### src/logic/sleep_wake_pkg.sv
// Constants, types and register map of the sleep and wake power control block
// Functional notes
// Oscillator general bit 0 picks crystal (0) or on-chip (1); reset from pin.
// With oscillator general bit 1 set, a change of select resets the tile.
// On-chip oscillator bit 1 picks fast (0) or slow (1) clock; resets 0.
// On-chip oscillator bit 0 resets 1; writing 0 disables that oscillator.
// Crystal bit 1 resets 1 and enables the bias circuit.
// Crystal bit 0 resets 1; writing 0 disables the crystal oscillator.
// Software uses 8-bit accesses on the three oscillator registers.
// Software uses 32-bit accesses on counter and power registers.
// 64-bit free-running counter, reset zero, read-only low and high words.
// General control bits 9 and 8 drive USB suspend up and down enables.
// Bit 7 picks stored level-control values (0) or power-on levels (1) on wake.
// Write-only bit 6 re-applies the run-state supply setting, then clears.
// Bit 5 selects a 64-bit wake comparison, otherwise 32 bits.
// Bit 4 enables wake-up on the counter reaching the wake time.
// Bit 2 enables wake-up on the wake pin at the selected level.
// Bit 3 wake polarity: resets 1 for high, 0 for low.
// Writing bit 1 starts the sleep sequence; hardware clears it.
// Bit 0 sleep clock: 0 slow internal, 1 default; effective when dormant.
// Low wake-time word, reset 0, used only with timer wake while asleep.
// High wake-time word, reset 0, ignored without 64-bit comparison.
// Per-state field 20:16 gives log2 of minimum stay; resets 16.
// Dormant leaves after minimum time only on an enabled wake condition.
// Resume phases advance after minimum time only with enabled supplies good.
// Timer wake fires when counter equals or passes wake time.
// Order run, entry one, entry two, dormant, resume one, resume two, run.
package sleep_wake_pkg;

  localparam int unsigned CLK_HZ   = 250_000_000;
  localparam int unsigned SLOW_HZ  = 31_250;
  localparam int unsigned SLOW_DIV = CLK_HZ / SLOW_HZ;

  localparam logic [7:0] PERIPH_OSC = 8'h04;
  localparam logic [7:0] PERIPH_RTC = 8'h05;
  localparam logic [7:0] PERIPH_PWR = 8'h06;

  localparam logic [7:0] OSC_GEN_OFF  = 8'h00;
  localparam logic [7:0] OSC_INT_OFF  = 8'h01;
  localparam logic [7:0] OSC_XTAL_OFF = 8'h02;
  localparam logic [7:0] RTC_LO_OFF   = 8'h00;
  localparam logic [7:0] RTC_HI_OFF   = 8'h04;
  localparam logic [7:0] PWR_GEN_OFF  = 8'h00;
  localparam logic [7:0] WAKE_LO_OFF  = 8'h04;
  localparam logic [7:0] WAKE_HI_OFF  = 8'h08;
  localparam logic [7:0] SEQ_STAT_OFF = 8'h24;

  // Per-state supply registers, indexed by state code
  localparam logic [7:0] SUP_OFF [6] = '{8'h18, 8'h1c, 8'h20, 8'h0c, 8'h10, 8'h14};
  // Plain storage words: converter, supply status, core level, pll level
  localparam logic [7:0] PLAIN_OFF [4] = '{8'h2c, 8'h30, 8'h34, 8'h40};

  localparam int OSC_SEL_BIT   = 0;
  localparam int OSC_RST_BIT   = 1;
  localparam int INT_EN_BIT    = 0;
  localparam int INT_SLOW_BIT  = 1;
  localparam int XTAL_EN_BIT   = 0;
  localparam int XTAL_BIAS_BIT = 1;

  localparam int GEN_SLP_CLK  = 0;
  localparam int GEN_SLEEP    = 1;
  localparam int GEN_PIN_EN   = 2;
  localparam int GEN_PIN_POL  = 3;
  localparam int GEN_TMR_EN   = 4;
  localparam int GEN_TMR_64   = 5;
  localparam int GEN_REAPPLY  = 6;
  localparam int GEN_POR_LVL  = 7;
  localparam int GEN_USB_DN   = 8;
  localparam int GEN_USB_UP   = 9;

  localparam logic [7:0]  OSC_GEN_RST  = 8'h00;
  localparam logic [7:0]  OSC_INT_RST  = 8'h01;
  localparam logic [7:0]  OSC_XTAL_RST = 8'h03;
  localparam logic [31:0] PWR_GEN_RST  = 32'h0000_0008;
  localparam logic [31:0] PWR_GEN_MASK = 32'h0000_03bf;

  localparam int SUP_LOG2_LO = 16;
  localparam int SUP_CLK_OFF = 14;
  localparam logic [31:0] SUP_MASK = 32'h001f_4331;
  localparam logic [31:0] SUP_RST [6] = '{32'h0010_0000, 32'h0010_0000, 32'h0010_0000,
                                          32'h0010_0000, 32'h0010_0020, 32'h0010_0000};

  typedef enum logic [2:0] {
    run_state        = 3'b000,
    entry_phase_one  = 3'b001,
    entry_phase_two  = 3'b010,
    dormant          = 3'b011,
    resume_phase_one = 3'b100,
    resume_phase_two = 3'b101
  } pwr_state_e;

  typedef struct packed {
    logic [7:0]  periph;
    logic [7:0]  addr;
    logic [31:0] wdata;
    logic        write;
    logic        read;
  } bus_req_s;

  typedef struct packed {
    logic [3:0] supply_en;
    logic [1:0] modulation;
    logic       tile_clk_off;
  } supply_out_s;

endpackage

### src/logic/sleep_wake_power_control.sv
// Oscillator control, real-time counter and sleep/wake sequencer
module sleep_wake_power_control #(
  parameter int unsigned SLOW_DIV = sleep_wake_pkg::SLOW_DIV
) (
  input  wire logic                         core_clk,
  input  wire logic                         reset_n,
  input  wire sleep_wake_pkg::bus_req_s     req,
  output logic                              rsp_valid,
  output logic [31:0]                       rsp_rdata,
  input  wire logic                         osc_strap,
  input  wire logic                         wake_pin,
  input  wire logic [3:0]                   supply_good,
  output logic                              osc_select,
  output logic                              tile_reset,
  output logic                              int_osc_en,
  output logic                              int_osc_slow,
  output logic                              xtal_en,
  output logic                              xtal_bias_en,
  output logic                              usb_suspend_up,
  output logic                              usb_suspend_down,
  output logic                              use_poweron_levels,
  output logic                              sleep_clk_default,
  output logic [2:0]                        power_state,
  output sleep_wake_pkg::supply_out_s       supply_out
);

  typedef sleep_wake_pkg::pwr_state_e state_t;

  logic [7:0]  osc_gen_q, osc_int_q, osc_xtal_q;
  logic [31:0] gen_q, wake_lo_q, wake_hi_q;
  logic [31:0] sup_q [6];
  logic [31:0] plain_q [4];
  logic [63:0] rtc_q;
  logic [31:0] stay_q;
  logic [13:0] div_q;
  logic        slow_tick;
  logic        strap_wait_q;
  logic        tile_reset_q;
  logic        rsp_valid_q;
  logic [31:0] rdata_q;
  logic [31:0] applied_q;
  state_t      state_q, state_d;

  wire sel_osc = req.periph == sleep_wake_pkg::PERIPH_OSC;
  wire sel_rtc = req.periph == sleep_wake_pkg::PERIPH_RTC;
  wire sel_pwr = req.periph == sleep_wake_pkg::PERIPH_PWR;
  wire wr_osc_gen  = req.write && sel_osc && req.addr == sleep_wake_pkg::OSC_GEN_OFF;
  wire wr_osc_int  = req.write && sel_osc && req.addr == sleep_wake_pkg::OSC_INT_OFF;
  wire wr_osc_xtal = req.write && sel_osc && req.addr == sleep_wake_pkg::OSC_XTAL_OFF;
  wire wr_gen      = req.write && sel_pwr && req.addr == sleep_wake_pkg::PWR_GEN_OFF;
  wire wr_wake_lo  = req.write && sel_pwr && req.addr == sleep_wake_pkg::WAKE_LO_OFF;
  wire wr_wake_hi  = req.write && sel_pwr && req.addr == sleep_wake_pkg::WAKE_HI_OFF;

  logic [5:0] wr_sup;
  logic [3:0] wr_plain;
  logic [5:0] hit_sup;
  logic [3:0] hit_plain;

  // Per-state supply words and plain storage words
  genvar gi;
  generate
    for (gi = 0; gi < 6; gi++) begin : g_sup
      assign hit_sup[gi] = sel_pwr && req.addr == sleep_wake_pkg::SUP_OFF[gi];
      assign wr_sup[gi]  = req.write && hit_sup[gi];
      always_ff @(posedge core_clk or negedge reset_n) begin
        if (!reset_n) begin
          // stay field reset
          sup_q[gi] <= sleep_wake_pkg::SUP_RST[gi];
        end else if (wr_sup[gi]) begin
          sup_q[gi] <= req.wdata & sleep_wake_pkg::SUP_MASK;
        end
      end
    end
    for (gi = 0; gi < 4; gi++) begin : g_plain
      assign hit_plain[gi] = sel_pwr && req.addr == sleep_wake_pkg::PLAIN_OFF[gi];
      assign wr_plain[gi]  = req.write && hit_plain[gi];
      always_ff @(posedge core_clk or negedge reset_n) begin
        if (!reset_n) begin
          plain_q[gi] <= 32'h0000_0000;
        end else if (wr_plain[gi]) begin
          plain_q[gi] <= req.wdata;
        end
      end
    end
  endgenerate

  // Oscillator registers; select strap is caught on the first edge after release
  wire [7:0] osc_gen_wr = req.wdata[7:0] & 8'h03;
  // reset tile on select change
  wire sel_change = wr_osc_gen && osc_gen_wr[sleep_wake_pkg::OSC_RST_BIT]
                    && (osc_gen_wr[sleep_wake_pkg::OSC_SEL_BIT] != osc_gen_q[sleep_wake_pkg::OSC_SEL_BIT]);

  always_ff @(posedge core_clk or negedge reset_n) begin
    if (!reset_n) begin
      strap_wait_q <= 1'b1;
      osc_gen_q    <= sleep_wake_pkg::OSC_GEN_RST;
    end else if (strap_wait_q) begin
      strap_wait_q <= 1'b0;
      // select taken from pin
      osc_gen_q    <= {7'h00, osc_strap};
    end else if (wr_osc_gen) begin
      osc_gen_q    <= osc_gen_wr;
    end
  end

  always_ff @(posedge core_clk or negedge reset_n) begin
    if (!reset_n) begin
      // oscillator control resets
      osc_int_q    <= sleep_wake_pkg::OSC_INT_RST;
      osc_xtal_q   <= sleep_wake_pkg::OSC_XTAL_RST;
      tile_reset_q <= 1'b0;
    end else begin
      if (wr_osc_int) begin
        osc_int_q <= req.wdata[7:0] & 8'h03;
      end
      if (wr_osc_xtal) begin
        osc_xtal_q <= req.wdata[7:0] & 8'h03;
      end
      tile_reset_q <= sel_change && !strap_wait_q;
    end
  end

  // free-running counter
  always_ff @(posedge core_clk or negedge reset_n) begin
    if (!reset_n) begin
      rtc_q <= 64'h0;
    end else begin
      rtc_q <= rtc_q + 64'h1;
    end
  end

  // General control; sleep request set by software wins over hardware clear
  wire take_sleep = state_q == sleep_wake_pkg::run_state && gen_q[sleep_wake_pkg::GEN_SLEEP];
  wire [31:0] gen_wr = req.wdata & sleep_wake_pkg::PWR_GEN_MASK;

  always_ff @(posedge core_clk or negedge reset_n) begin
    if (!reset_n) begin
      // polarity resets high
      gen_q <= sleep_wake_pkg::PWR_GEN_RST;
    end else if (wr_gen) begin
      gen_q <= gen_wr;
    end else if (take_sleep) begin
      // self clearing start
      gen_q[sleep_wake_pkg::GEN_SLEEP] <= 1'b0;
    end
  end

  always_ff @(posedge core_clk or negedge reset_n) begin
    if (!reset_n) begin
      wake_lo_q <= 32'h0;
      wake_hi_q <= 32'h0;
    end else begin
      if (wr_wake_lo) begin
        wake_lo_q <= req.wdata;
      end
      if (wr_wake_hi) begin
        wake_hi_q <= req.wdata;
      end
    end
  end

  // Slow sleep clock as an enable; the count exceeds 4096 so it is a parameter
  always_ff @(posedge core_clk or negedge reset_n) begin
    if (!reset_n) begin
      div_q <= 14'h0;
    end else if (slow_tick) begin
      div_q <= 14'h0;
    end else begin
      div_q <= div_q + 14'h1;
    end
  end
  assign slow_tick = div_q == 14'(SLOW_DIV - 1);

  // Wake conditions
  // compare at or past
  wire tmr_hit32 = rtc_q[31:0] >= wake_lo_q;
  wire tmr_hit64 = rtc_q >= {wake_hi_q, wake_lo_q};
  // high word only in 64-bit mode
  wire tmr_hit   = gen_q[sleep_wake_pkg::GEN_TMR_64] ? tmr_hit64 : tmr_hit32;
  // timer wake enable
  wire tmr_wake  = gen_q[sleep_wake_pkg::GEN_TMR_EN] && tmr_hit;
  // pin wake at level
  wire pin_wake  = gen_q[sleep_wake_pkg::GEN_PIN_EN] && (wake_pin == gen_q[sleep_wake_pkg::GEN_PIN_POL]);
  wire wake_any  = tmr_wake || pin_wake;

  // Minimum stay, counted on the slow enable while dormant on the internal clock
  wire [4:0]  stay_log2 = applied_q[sleep_wake_pkg::SUP_LOG2_LO +: 5];
  wire [31:0] stay_max  = (32'h1 << stay_log2) - 32'h1;
  // sleep clock in dormant only
  wire in_dormant = state_q == sleep_wake_pkg::dormant;
  wire slow_mode  = in_dormant && !gen_q[sleep_wake_pkg::GEN_SLP_CLK];
  wire stay_tick  = slow_mode ? slow_tick : 1'b1;
  // minimum stay reached
  wire stay_done  = stay_q >= stay_max;
  wire [3:0] sup_en = {applied_q[5], applied_q[4], applied_q[1], applied_q[0]};
  wire supplies_ok  = (sup_en & ~supply_good) == 4'h0;

  // sequence order
  always_comb begin
    state_d = state_q;
    case (state_q)
      sleep_wake_pkg::run_state: begin
        if (take_sleep) begin
          state_d = sleep_wake_pkg::entry_phase_one;
        end
      end
      sleep_wake_pkg::entry_phase_one: begin
        if (stay_done) begin
          state_d = sleep_wake_pkg::entry_phase_two;
        end
      end
      sleep_wake_pkg::entry_phase_two: begin
        if (stay_done) begin
          state_d = sleep_wake_pkg::dormant;
        end
      end
      sleep_wake_pkg::dormant: begin
        // wait for wake
        if (stay_done && wake_any) begin
          state_d = sleep_wake_pkg::resume_phase_one;
        end
      end
      sleep_wake_pkg::resume_phase_one: begin
        // supplies good gate
        if (stay_done && supplies_ok) begin
          state_d = sleep_wake_pkg::resume_phase_two;
        end
      end
      sleep_wake_pkg::resume_phase_two: begin
        if (stay_done && supplies_ok) begin
          state_d = sleep_wake_pkg::run_state;
        end
      end
      default: begin
        state_d = sleep_wake_pkg::run_state;
      end
    endcase
  end

  wire advance = state_d != state_q;
  // re-apply run setting
  wire reapply = wr_gen && req.wdata[sleep_wake_pkg::GEN_REAPPLY] && state_q == sleep_wake_pkg::run_state;
  wire [31:0] run_cfg_new = wr_sup[0] ? (req.wdata & sleep_wake_pkg::SUP_MASK) : sup_q[0];

  always_ff @(posedge core_clk or negedge reset_n) begin
    if (!reset_n) begin
      state_q   <= sleep_wake_pkg::run_state;
      stay_q    <= 32'h0;
      applied_q <= sleep_wake_pkg::SUP_RST[0];
    end else begin
      state_q <= state_d;
      if (advance) begin
        stay_q    <= 32'h0;
        applied_q <= sup_q[state_d];
      end else begin
        if (stay_tick && !stay_done) begin
          stay_q <= stay_q + 32'h1;
        end
        if (reapply) begin
          applied_q <= run_cfg_new;
        end
      end
    end
  end

  // Register read path; unmapped addresses read zero, access width is not checked
  logic [31:0] rd_mux;
  always_comb begin
    rd_mux = 32'h0;
    if (sel_osc) begin
      // byte wide registers
      case (req.addr)
        sleep_wake_pkg::OSC_GEN_OFF:  rd_mux = {24'h0, osc_gen_q};
        sleep_wake_pkg::OSC_INT_OFF:  rd_mux = {24'h0, osc_int_q};
        sleep_wake_pkg::OSC_XTAL_OFF: rd_mux = {24'h0, osc_xtal_q};
        default:                      rd_mux = 32'h0;
      endcase
    end else if (sel_rtc) begin
      // word reads of counter
      case (req.addr)
        sleep_wake_pkg::RTC_LO_OFF: rd_mux = rtc_q[31:0];
        sleep_wake_pkg::RTC_HI_OFF: rd_mux = rtc_q[63:32];
        default:                    rd_mux = 32'h0;
      endcase
    end else if (sel_pwr) begin
      case (req.addr)
        sleep_wake_pkg::PWR_GEN_OFF:  rd_mux = gen_q;
        sleep_wake_pkg::WAKE_LO_OFF:  rd_mux = wake_lo_q;
        sleep_wake_pkg::WAKE_HI_OFF:  rd_mux = wake_hi_q;
        sleep_wake_pkg::SEQ_STAT_OFF: rd_mux = {29'h0, state_q};
        default:                      rd_mux = 32'h0;
      endcase
      for (int i = 0; i < 6; i++) begin
        if (hit_sup[i]) begin
          rd_mux = sup_q[i];
        end
      end
      for (int i = 0; i < 4; i++) begin
        if (hit_plain[i]) begin
          rd_mux = plain_q[i];
        end
      end
    end
  end

  always_ff @(posedge core_clk or negedge reset_n) begin
    if (!reset_n) begin
      rsp_valid_q <= 1'b0;
      rdata_q     <= 32'h0;
    end else begin
      rsp_valid_q <= req.read || req.write;
      if (req.read) begin
        rdata_q <= rd_mux;
      end
    end
  end

  assign rsp_valid          = rsp_valid_q;
  assign rsp_rdata          = rdata_q;
  assign osc_select         = osc_gen_q[sleep_wake_pkg::OSC_SEL_BIT];
  assign tile_reset         = tile_reset_q;
  assign int_osc_en         = osc_int_q[sleep_wake_pkg::INT_EN_BIT];
  assign int_osc_slow       = osc_int_q[sleep_wake_pkg::INT_SLOW_BIT];
  assign xtal_en            = osc_xtal_q[sleep_wake_pkg::XTAL_EN_BIT];
  assign xtal_bias_en       = osc_xtal_q[sleep_wake_pkg::XTAL_BIAS_BIT];
  // USB suspend enables
  assign usb_suspend_up     = gen_q[sleep_wake_pkg::GEN_USB_UP];
  assign usb_suspend_down   = gen_q[sleep_wake_pkg::GEN_USB_DN];
  // level source while waking
  assign use_poweron_levels = gen_q[sleep_wake_pkg::GEN_POR_LVL];
  assign sleep_clk_default  = in_dormant && gen_q[sleep_wake_pkg::GEN_SLP_CLK];
  assign power_state        = state_q;
  assign supply_out.supply_en    = sup_en;
  assign supply_out.modulation   = applied_q[9:8];
  assign supply_out.tile_clk_off = applied_q[sleep_wake_pkg::SUP_CLK_OFF];

endmodule

### config.mk
export PLATFORM = sky130hd
export DESIGN_NAME = sleep_wake_power_control
export DESIGN_NICKNAME = d
export VERILOG_FILES = /design/src/logic/sleep_wake_pkg.sv /design/src/logic/sleep_wake_power_control.sv
export SDC_FILE = /design/constraint.sdc
export NUM_CORES = 1
export LEC_CHECK = 0
export BUFFER_PORTS_ARGS = -buffer_cell sky130_fd_sc_hd__clkbuf_2
export CAP_MARGIN = 20
export CELL_PAD_IN_SITES_DETAIL_PLACEMENT = 2
export CELL_PAD_IN_SITES_GLOBAL_PLACEMENT = 2
export CORE_AREA = 2 2 253 255
export DETAILED_ROUTE_END_ITERATION = 8
export DIE_AREA = 0 0 255 257
export PLACE_DENSITY = 0.86
export SYNTH_ARGS = -nofsm -noshare
export SYNTH_HDL_FRONTEND = slang
export SYNTH_SLANG_ARGS = --single-unit
export TNS_END_PERCENT = 100
### constraint.sdc
create_clock -name core_clk -period 5.1 [get_ports core_clk]
set_input_delay 0.255 -clock core_clk [delete_from_list [all_inputs] [get_ports core_clk]]
set_output_delay 0.255 -clock core_clk [all_outputs]
set_load 0.005 [all_outputs]
* Word-level counts from Yosys, hierarchy flattened
Cells that the tools add are included.
** Storage, ports and cells
- Bits of input ports :: 58
- Output and inout port bits :: 53
- ROM bits :: 0
- Memories :: 0
- Logic and storage cells :: 156
- Register bits after elaboration :: 469
- Bits in latches :: 0
- Memory bits (writable) :: 0
** Cells by class
- Bitwise operators :: 3
- Add/subtract/negate cells :: 4
- Mux-type cells :: 38
- Multipliers :: 0
- Div/mod/pow operators :: 0
- Equality and inequality tests :: 27
- Reductions and logical operators :: 53
- Shifts and indexed selects :: 1
- Order comparisons :: 4
** Operators by type and width (number)
- $mux 32 :: 16
- $pmux 32 s4 :: 1
- $bmux 32 s3 :: 1
- $mux 21 :: 4
- $add 64x1->64 const B :: 1
- $ge 32x32->1 :: 2
- $ge 64x64->1 :: 1
- $pmux 32 s2 :: 1
- $logic_and 1x1->1 :: 41
- $eq 8x6->1 const B :: 5
- $add 32x1->32 const B :: 1
- $eq 8x3->1 const B :: 4
- $eq 8x5->1 const B :: 4
- $shl 1x5->32 const A :: 1
- $sub 32x1->32 const B :: 1
- $pmux 8 s3 :: 1
- $mux 3 :: 6
- $pmux 3 s6 :: 1
- $eq 8x4->1 const B :: 2
- $mux 8 :: 2
- $add 14x1->14 const B :: 1
- $eq 14x13->1 const B :: 1
- $mux 14 :: 1
- $eq 8x1->1 const B :: 1
- other kinds (19) :: 30

* Logic depth before layout (Yosys ltp)
Gate-level depths: netlist (run 1).
- Depth in word-level cells :: 15
- Depth in mapped cells :: 24
- Gate-level depth less buffers :: 19

* Worst setup path before layout (run 1)
Ideal clock, no wire load.
- Path kind :: reg-to-reg
- Start point :: register applied_q[18]
- End point :: register applied_q[14]
- Library setup time :: 0.120 ns
- Required time :: 4.980 ns
- Arrival :: 4.737 ns
- Period minus slack after synthesis :: 4.856 ns
- Stages on the path, launching flop included :: 23
- Buffers on the path :: 5
- Path slack :: 0.244 ns
- Cell sequence :: dfrtp_1 > clkbuf_1 > or3_1 > or3_1 > ha_1 > or2_2 > clkbuf_1 > o31ai_1 > a22o_1 > a21boi_0 > ha_1 > o21ai_0 > nor2_1 > nor4_1 > a311oi_1 > or2_1 > nor3b_2 > o311a_1 > buf_6 > mux2_4 > buf_6 > buf_6 > a31o_1
** On the way
- Word-level cells in the longest chain between the ends :: 11
- Elaborated cells between the ends (all ways) :: 18
- Those cells by class :: add/sub (1); order compare (1); eq/ne (1); shift (1); mux (10); bitwise (1); reduce/logical (3)
** Ends and longest elaborated chain
- from (decl) :: line sleep_wake_power_control.sv:41 : logic [31:0] applied_q;
- from (signal assigned) :: line sleep_wake_power_control.sv:249 : applied_q <= sleep_wake_pkg::SUP_RST[0];
- from (signal assigned) :: line sleep_wake_power_control.sv:254 : applied_q <= sup_q[state_d];
- from (signal assigned) :: line sleep_wake_power_control.sv:260 : applied_q <= run_cfg_new;
- $shl 1x5->32 (*) :: line sleep_wake_power_control.sv:188 : wire [31:0] stay_max = (32'h1 << stay_log2) - 32'h1;
- $sub 32x1->32 (*) :: line sleep_wake_power_control.sv:188
- $ge 32x32->1 (*) :: line sleep_wake_power_control.sv:194 : wire stay_done = stay_q >= stay_max;
- $logic_and 1x1->1, on equally long branches :: line sleep_wake_power_control.sv:225, sleep_wake_power_control.sv:230, sleep_wake_power_control.sv:219
- $mux 3, on equally long branches :: line sleep_wake_power_control.sv:230, sleep_wake_power_control.sv:219, sleep_wake_power_control.sv:225
- $pmux 3 s6 (*) :: line sleep_wake_power_control.sv:201 : case (state_q)
- $not 3->4 (implied by the code) :: line sleep_wake_power_control.sv:254
- $bmux 32 s3 :: line sleep_wake_power_control.sv:254
- $mux 21 (implied by the code) (2 in series) :: line sleep_wake_power_control.sv:254
- $mux 21 :: line sleep_wake_power_control.sv:252 : if (advance) begin
Every way passes the cells marked *; elsewhere a longest branch is shown, timed or not. The select of a mux whose other input is x is not followed.
A chain may end at the register's enable or synchronous reset.

* Final worst setup path (run 1)
- Start point :: register applied_q[17]
- End point :: register applied_q[9]
The elaborated chain is that of the path after synthesis.

==> results.sh, run 1 <==
export IMPL_synthTopCellsByArea="dfrtp_1, mux2_2, ha_1, nand2_1, o21ai_0"
export IMPL_dieArea_sq_mm=0.0655
export IMPL_ant_nets=0
export IMPL_synth_top_area_frac=0.465
export IMPL_clk_pin_slew_ns=0.08
export IMPL_drtIter0Drc=1869
export IMPL_grt_pass1_vias=22509
export IMPL_htree_levels=2
export IMPL_dp_hpwl_um=60800
export IMPL_avgSynthCellArea_sq_um=10.4
export IMPL_maxCapViolations=0
export IMPL_synth_cells=2227
export IMPL_period_needed_ns=5.02
export IMPL_synth_area_sq_mm=0.0231
export IMPL_layout_drive_gt1_share=0.222
export IMPL_core_sq_mm=0.0627
export IMPL_dieHeight_um=257
export IMPL_io_buffers=110
export IMPL_run_status="finished, final reports clean"
export IMPL_ys_ff_latch=443
export IMPL_routed_wl_um=97300
export IMPL_cp_data_arrival_time_ns=5.53
export IMPL_synth_edff_count=0
export IMPL_tightest_slew_ns=1.18
export IMPL_fin_nets=2489
export IMPL_clock_fmax_mhz=199
export IMPL_critPathLaunchType="register"
export IMPL_async_flop_share=1.00
export IMPL_yosysTopAreaCell="dfrtp_1"
export IMPL_drc=0
export IMPL_hp_class="in2reg"
export IMPL_total_power_w=0.00759
export IMPL_cts_buffers_inserted=49
export IMPL_initial_core_util=0.369
export IMPL_die_x_um=255
export IMPL_overflow=0
export IMPL_yosys_top_cells_count="dfrtp_1, nand2_1, mux2_2"
export IMPL_clock_latency_ns=0.65
export IMPL_clockRootBuffer="clkbuf_16"
export IMPL_syn_nets=2385
export IMPL_required_ns=5.61
export IMPL_leakage_nw=12.5
export IMPL_powerDensity_mw_per_mm2=283
export IMPL_ys_flop_type="dfrtp_1"
export IMPL_grt_max_degree=142
export IMPL_synthMostInstantiatedCell="dfrtp_1"
export IMPL_setup_viol=0
export IMPL_finClkSkew_ns=0.0517
export IMPL_fin_crit_sh=0.984
export IMPL_io_pins=111
export IMPL_grt_pass1_wl_um=146000
export IMPL_ys_seq_area_frac=0.480
export IMPL_vias_per_cell=6.23
export IMPL_hold_violations=0
export IMPL_grt_use_total=0.293
export IMPL_cp_max_fo=17
export IMPL_vdd_drop_max_mv=0.222
export IMPL_gp_congestion=0.925
export IMPL_cts_sinks=443
export IMPL_cts_buffer_depth=3
export IMPL_vias=20042
export IMPL_post_drt_wl_per_cell_um=30.3
export IMPL_slew_violations=0
export IMPL_cts_tree="done"
export IMPL_crit_type="reg2reg"
export IMPL_hold_ws_ns=0.0608
export IMPL_netlist_cell_type_count=73
export IMPL_yosys_warnings=0
export IMPL_relSlewSlack=0.215
export IMPL_antenna_found_initial=8
export IMPL_cp_end_kind="register"
export IMPL_area_growth_pct=15.8
export IMPL_dr_pass1_iters=6
export IMPL_rows=92
-- logic make-up after synthesis --
| kind of cell | after synthesis | share of synthesized area |
|---|---|---|
| flops | 443 | 0.480 |
| mux | 235 | 0.113 |
| simple gates | 608 | 0.126 |
| buf+inv | 240 | 0.0422 |
| other cells | 2 | 0.000325 |
| xor+xnor | 101 | 0.0383 |
| compound gates | 498 | 0.146 |
| fa+ha+maj | 100 | 0.0541 |
-- critical path, cell delays in order, from the launching register on --
cell	delay (ns)
dfrtp_1	0.38
or3_1	0.39
or3_4	0.36
ha_4	0.18
buf_6	0.15
nand2_4	0.12
o31ai_4	0.08
a22o_1	0.20
a21boi_1	0.15
ha_2	0.30
o21ai_2	0.14
nor2_1	0.08
nor4_2	0.32
a311oi_2	0.16
or2_4	0.32
buf_6	0.14
a31oi_4	0.21
o311a_4	0.31
buf_4	0.17
buf_16	0.16
mux2i_1	0.24
o211ai_1	0.13
a31o_1	0.23
-- per-layer routing --
metal  routed length [um]  vias up  track usage
li1                     -     8281            -
met1                37800    10554        0.353
met2                48200      862        0.495
met3                 5780      335       0.0528
met4                 5480       10        0.155
met5                  111        -            0
-- timing repair --
action / 4_1_cts / 5_1_grt
hold endpoints to repair: 180 / 0
buffers inserted: 0 / 6
endpoints found under the setup margin: 43 / 44
pin swaps: 0 / 12
resized for setup: 5 / 30
gates cloned: 1 / 3
hold buffers: 20 / 0
-- sequential cells by signal, indices dropped and copies added, names as in the netlist --
signal	cells
wake_hi_q	32
osc_int_q	2
osc_gen_q	2
strap_wait_q	1
stay_q	32
wake_lo_q	32
osc_xtal_q	2
sup_q	76
div_q	14
power_state	3
rtc_q	64
tile_reset	1
plain_q	128
applied_q	12
gen_q	9
rsp_valid	1
rsp_rdata	32
-- area by class of cell --
| type | instances | area [sq um] |
|---|---|---|
| fill | 6431 | 36000 |
| multi-input combinational | 1546 | 11300 |
| sequential | 443 | 11100 |
| clock buffer | 69 | 1410 |
| timing repair buffer | 195 | 1380 |
| tap | 846 | 1060 |
| inverter | 96 | 360 |
| clock inverter | 19 | 209 |
| antenna | 2 | 5.00 |
-- cell usage in the layout, fill, tap and decap left out, types with 33 or more instances in the layout --
master / n
inv_1: 96
o21ai_0: 121
clkbuf_2: 110
nand3_1: 82
xor2_1: 33
a21oi_1: 89
a22oi_1: 64
clkbuf_16: 50
xnor2_1: 68
mux2_2: 205
nor2_1: 114
dfrtp_1: 430
nand2_1: 217
buf_4: 52
ha_1: 98
a221oi_1: 35
-- report_power, final --
part | leakage [nW] | internal (W) | total, W | switching, W
registers | 5.71 | 0.00354 | 0.00357 | 0.0000274
logic | 5.98 | 0.000102 | 0.000325 | 0.000223
clock network | 0.807 | 0.00205 | 0.00370 | 0.00165
total | 12.5 | 0.00569 | 0.00759 | 0.00190
-- path summary, 6_finish.rpt --
| kind | depth (start not counted) | start | endpoint | slack (ns) |
|---|---|---|---|---|
| min in group asynchronous | 2 | reset_n | div_q[5] | 0.25 |
| max in group asynchronous | 3 | reset_n | plain_q[113] | 3.44 |
| worst max-delay path | 22 | applied_q[17] | applied_q[9] | 0.08 |
| worst min register to register | 1 | rsp_rdata[29] | rsp_rdata[29] | 0.48 |
| worst max register to register | 22 | applied_q[17] | applied_q[9] | 0.08 |
| worst min-delay path | 2 | req[4] | gen_q[2] | 0.06 |
-- metrics by stage --
| stage | setup slack (ns) | util | TNS (ns) | instance area (sq um) | cells |
|---|---|---|---|---|---|
| after floorplan | 0.244 | - | 0 | 23100 | 2227 |
| after global placement | 0.178 | 0.393 | 0 | 24600 | 3093 |
| after detailed placement | -0.133 | 0.393 | -0.532 | 24600 | 3093 |
| after CTS | 0.00296 | 0.423 | 0 | 26500 | 3202 |
| after global routing | -0.103 | 0.427 | -0.255 | 26800 | 3216 |
| final | 0.0802 | 0.427 | 0 | 26800 | 3216 |
Note: power is estimated with default switching activity, not from simulation.
==> run 2, diff against run 1 <==
--- a/config.mk
+++ b/config.mk
@@ -7,11 +7,12 @@
 export LEC_CHECK = 0
 export BUFFER_PORTS_ARGS = -buffer_cell sky130_fd_sc_hd__clkbuf_2
 export CAP_MARGIN = 20
-export CELL_PAD_IN_SITES_DETAIL_PLACEMENT = 2
+export CELL_PAD_IN_SITES_DETAIL_PLACEMENT = 1
 export CELL_PAD_IN_SITES_GLOBAL_PLACEMENT = 2
 export CORE_AREA = 2 2 253 255
 export DETAILED_ROUTE_END_ITERATION = 8
 export DIE_AREA = 0 0 255 257
+export HOLD_SLACK_MARGIN = 0.06
 export PLACE_DENSITY = 0.86
 export SYNTH_ARGS = -nofsm -noshare
 export SYNTH_HDL_FRONTEND = slang
==> constraint.sdc (replaced) <==
create_clock -name core_clk -period 5.1 [get_ports core_clk]
set_input_delay 0.51 -clock core_clk [delete_from_list [all_inputs] [get_ports core_clk]]
set_output_delay 0.51 -clock core_clk [all_outputs]
set_load 0.005 [all_outputs]
==> run 2 against run 1 <==
Via count decreased by 7.3%; global-route usage shrank 5.6 points; clock skew fell by 0.025 ns; critical endpoint is now applied_q[5].
==> results.sh, run 2 (same netlist as run 1, synthesis figures left out) <==
export IMPL_die_x_um=255
export IMPL_grt_pass1_wl_um=120000
export IMPL_fin_crit_sh=0.961
export IMPL_setup_viol=0
export IMPL_clockRootBuffer="clkbuf_16"
export IMPL_vias_per_cell=5.81
export IMPL_htree_levels=2
export IMPL_hold_violations=0
export IMPL_clk_pin_slew_ns=0.06
export IMPL_placed_cells=3096
export IMPL_mostFrequentLayoutCell="dfrtp_1"
export IMPL_cts_tree="done"
export IMPL_crit_slowest_cell="or3_1"
export IMPL_io_pins=111
export IMPL_required_ns=5.58
export IMPL_initial_core_util=0.369
export IMPL_clock_power_share=0.491
export IMPL_seqPwrFrac=0.471
export IMPL_ant_nets=0
export IMPL_maxCapViolations=0
export IMPL_max_flop_register="plain_q"
export IMPL_largestRegisters="plain_q (128), sup_q (76), rtc_q (64)"
export IMPL_seqCellArea_sq_mm=0.0111
export IMPL_crit_path_start="applied_q[17]"
export IMPL_io_buffers=110
export IMPL_fin_nets=2468
export IMPL_fillerInstances=6927
export IMPL_rows=92
export IMPL_dieHeight_um=257
export IMPL_hp_class="in2reg"
export IMPL_grt_pass1_vias=19806
export IMPL_grt_max_degree=133
export IMPL_drtIter0Drc=1347
export IMPL_cp_data_arrival_time_ns=5.38
export IMPL_run_status="finished, final reports clean"
export IMPL_vias=18569
export IMPL_slew_violations=0
export IMPL_largest_reg_flops=128
export IMPL_grt_use_total=0.236
export IMPL_p_sw_frac=0.232
export IMPL_cts_buffers_inserted=51
export IMPL_critPathCapture="applied_q[5]"
export IMPL_area_growth_pct=14.8
export IMPL_antenna_found_initial=7
export IMPL_finClkSkew_ns=0.0271
export IMPL_overflow=0
export IMPL_layout_drive_gt1_share=0.218
export IMPL_fin_cells=3197
export IMPL_relSlewSlack=0.342
export IMPL_clock_fmax_mhz=204
export IMPL_post_drt_wl_per_cell_um=24.4
export IMPL_post_route_util=0.423
export IMPL_cp_end_kind="register"
export IMPL_gp_congestion=0.909
export IMPL_vdd_drop_max_mv=0.192
export IMPL_cts_buffer_depth=3
export IMPL_hold_ws_ns=0.133
export IMPL_r2r_slack_ns=0.20
export IMPL_multi_input_area_sq_mm=0.0112
export IMPL_dp_hpwl_um=54400
export IMPL_tightest_slew_ns=0.987
export IMPL_hp_start="osc_strap"
export IMPL_dr_pass1_iters=6
export IMPL_rr_startpoint="applied_q[17]"
export IMPL_routed_wl_um=77900
export IMPL_ff2ff_path_depth=20
export IMPL_power_internal_w=0.00582
export IMPL_total_power_w=0.00758
export IMPL_core_sq_mm=0.0627
export IMPL_cts_sinks=443
export IMPL_p_switching_w=0.00176
export IMPL_crit_type="reg2reg"
export IMPL_powerDensity_mw_per_mm2=286
export IMPL_timing_rr_end="applied_q[5]"
export IMPL_period_needed_ns=4.90
export IMPL_drc=0
export IMPL_critPathLaunchType="register"
export IMPL_clock_latency_ns=0.62
export IMPL_path_cells="or3_1, or3_1, ha_1, buf_4, nand2_2, o21ai_0, a21boi_0, ha_1, a21o_1, a221oi_2, a2111o_1, a311oi_2, or2_4, buf_4, a31oi_4, o311a_4, buf_12, mux2i_1, o211ai_1, a31o_2"
export IMPL_cpPeakStageDelay_ns=0.39
export IMPL_p_comb_frac=0.039
export IMPL_dieArea_sq_mm=0.0655
export IMPL_final_cell_mix="dfrtp_1, nand2_1, mux2_2, o21ai_0, nor2_1"
export IMPL_leakage_nw=12.4
export IMPL_cp_max_fo=14
## run 2: final cells by class
class / count / area share
tap: 846 / 0.0399
clock buffer: 74 / 0.0552
timing repair buffer: 172 / 0.0429
clock inverter: 18 / 0.00797
multi-input combinational: 1546 / 0.422
inverter: 96 / 0.0136
antenna: 2 / 0.000189
sequential: 443 / 0.418
## run 2: critical path, delay by kind of cell (launching register included)
| family | cells | cell delay [ns] |
|---|---|---|
| flip-flops | 1 | 0.37 |
| AND/OR/NAND/NOR | 4 | 1.20 |
| adder cells (fa/ha/maj) | 2 | 0.50 |
| buffers and inverters | 3 | 0.54 |
| multiplexers | 1 | 0.21 |
| AO/OA/AOI/OAI | 10 | 1.96 |
## run 2: through the flow
step / setup WS, ns / TNS [ns] / instance area [sq um]
after global placement: 0.192 / 0 / 24700
after CTS: 0.0258 / 0 / 26400
after floorplan: 0.244 / 0 / 23100
final: 0.199 / 0 / 26500
after global routing: -0.0390 / -0.160 / 26500
after detailed placement: -0.000904 / -0.00171 / 24700
## run 2: per-layer routing
layer / global-route usage / vias up / part of all wire
met5: 0 / - / 0.00073
met3: 0.0340 / 128 / 0.044
li1: - / 8252 / -
met1: 0.301 / 9745 / 0.42
met4: 0.0755 / 8 / 0.030
met2: 0.410 / 436 / 0.50
## run 2: worst min-delay path by stage
stage | endpoint | depth (start not counted)
finish | osc_gen_q[0] | 3
global route | osc_gen_q[0] | 3
CTS | osc_gen_q[0] | 3
detailed placement | div_q[13] | 1
global placement | div_q[4] | 1
floorplan | applied_q[0] | 0
## run 2: what timing repair did
| item | 4_1_cts | 5_1_grt |
|---|---|---|
| endpoints found under the setup margin | 25 | 44 |
| gates resized for setup | 2 | 16 |
| hold endpoints to repair | 93 | 0 |
| setup buffers | 0 | 1 |
| gates cloned | 0 | 4 |
| hold buffers | 1 | 0 |
| pin swaps | 1 | 5 |
## run 2: power by group through the flow
stage	clock, W	sequential [W]	combinational, W
2_1_floorplan	0	0.00362	0.000101
3_3_place_gp	0	0.00363	0.000274
3_5_place_dp	0	0.00363	0.000288
4_1_cts	0.00380	0.00357	0.000293
5_1_grt	0.00394	0.00357	0.000326
6_report	0.00372	0.00357	0.000292
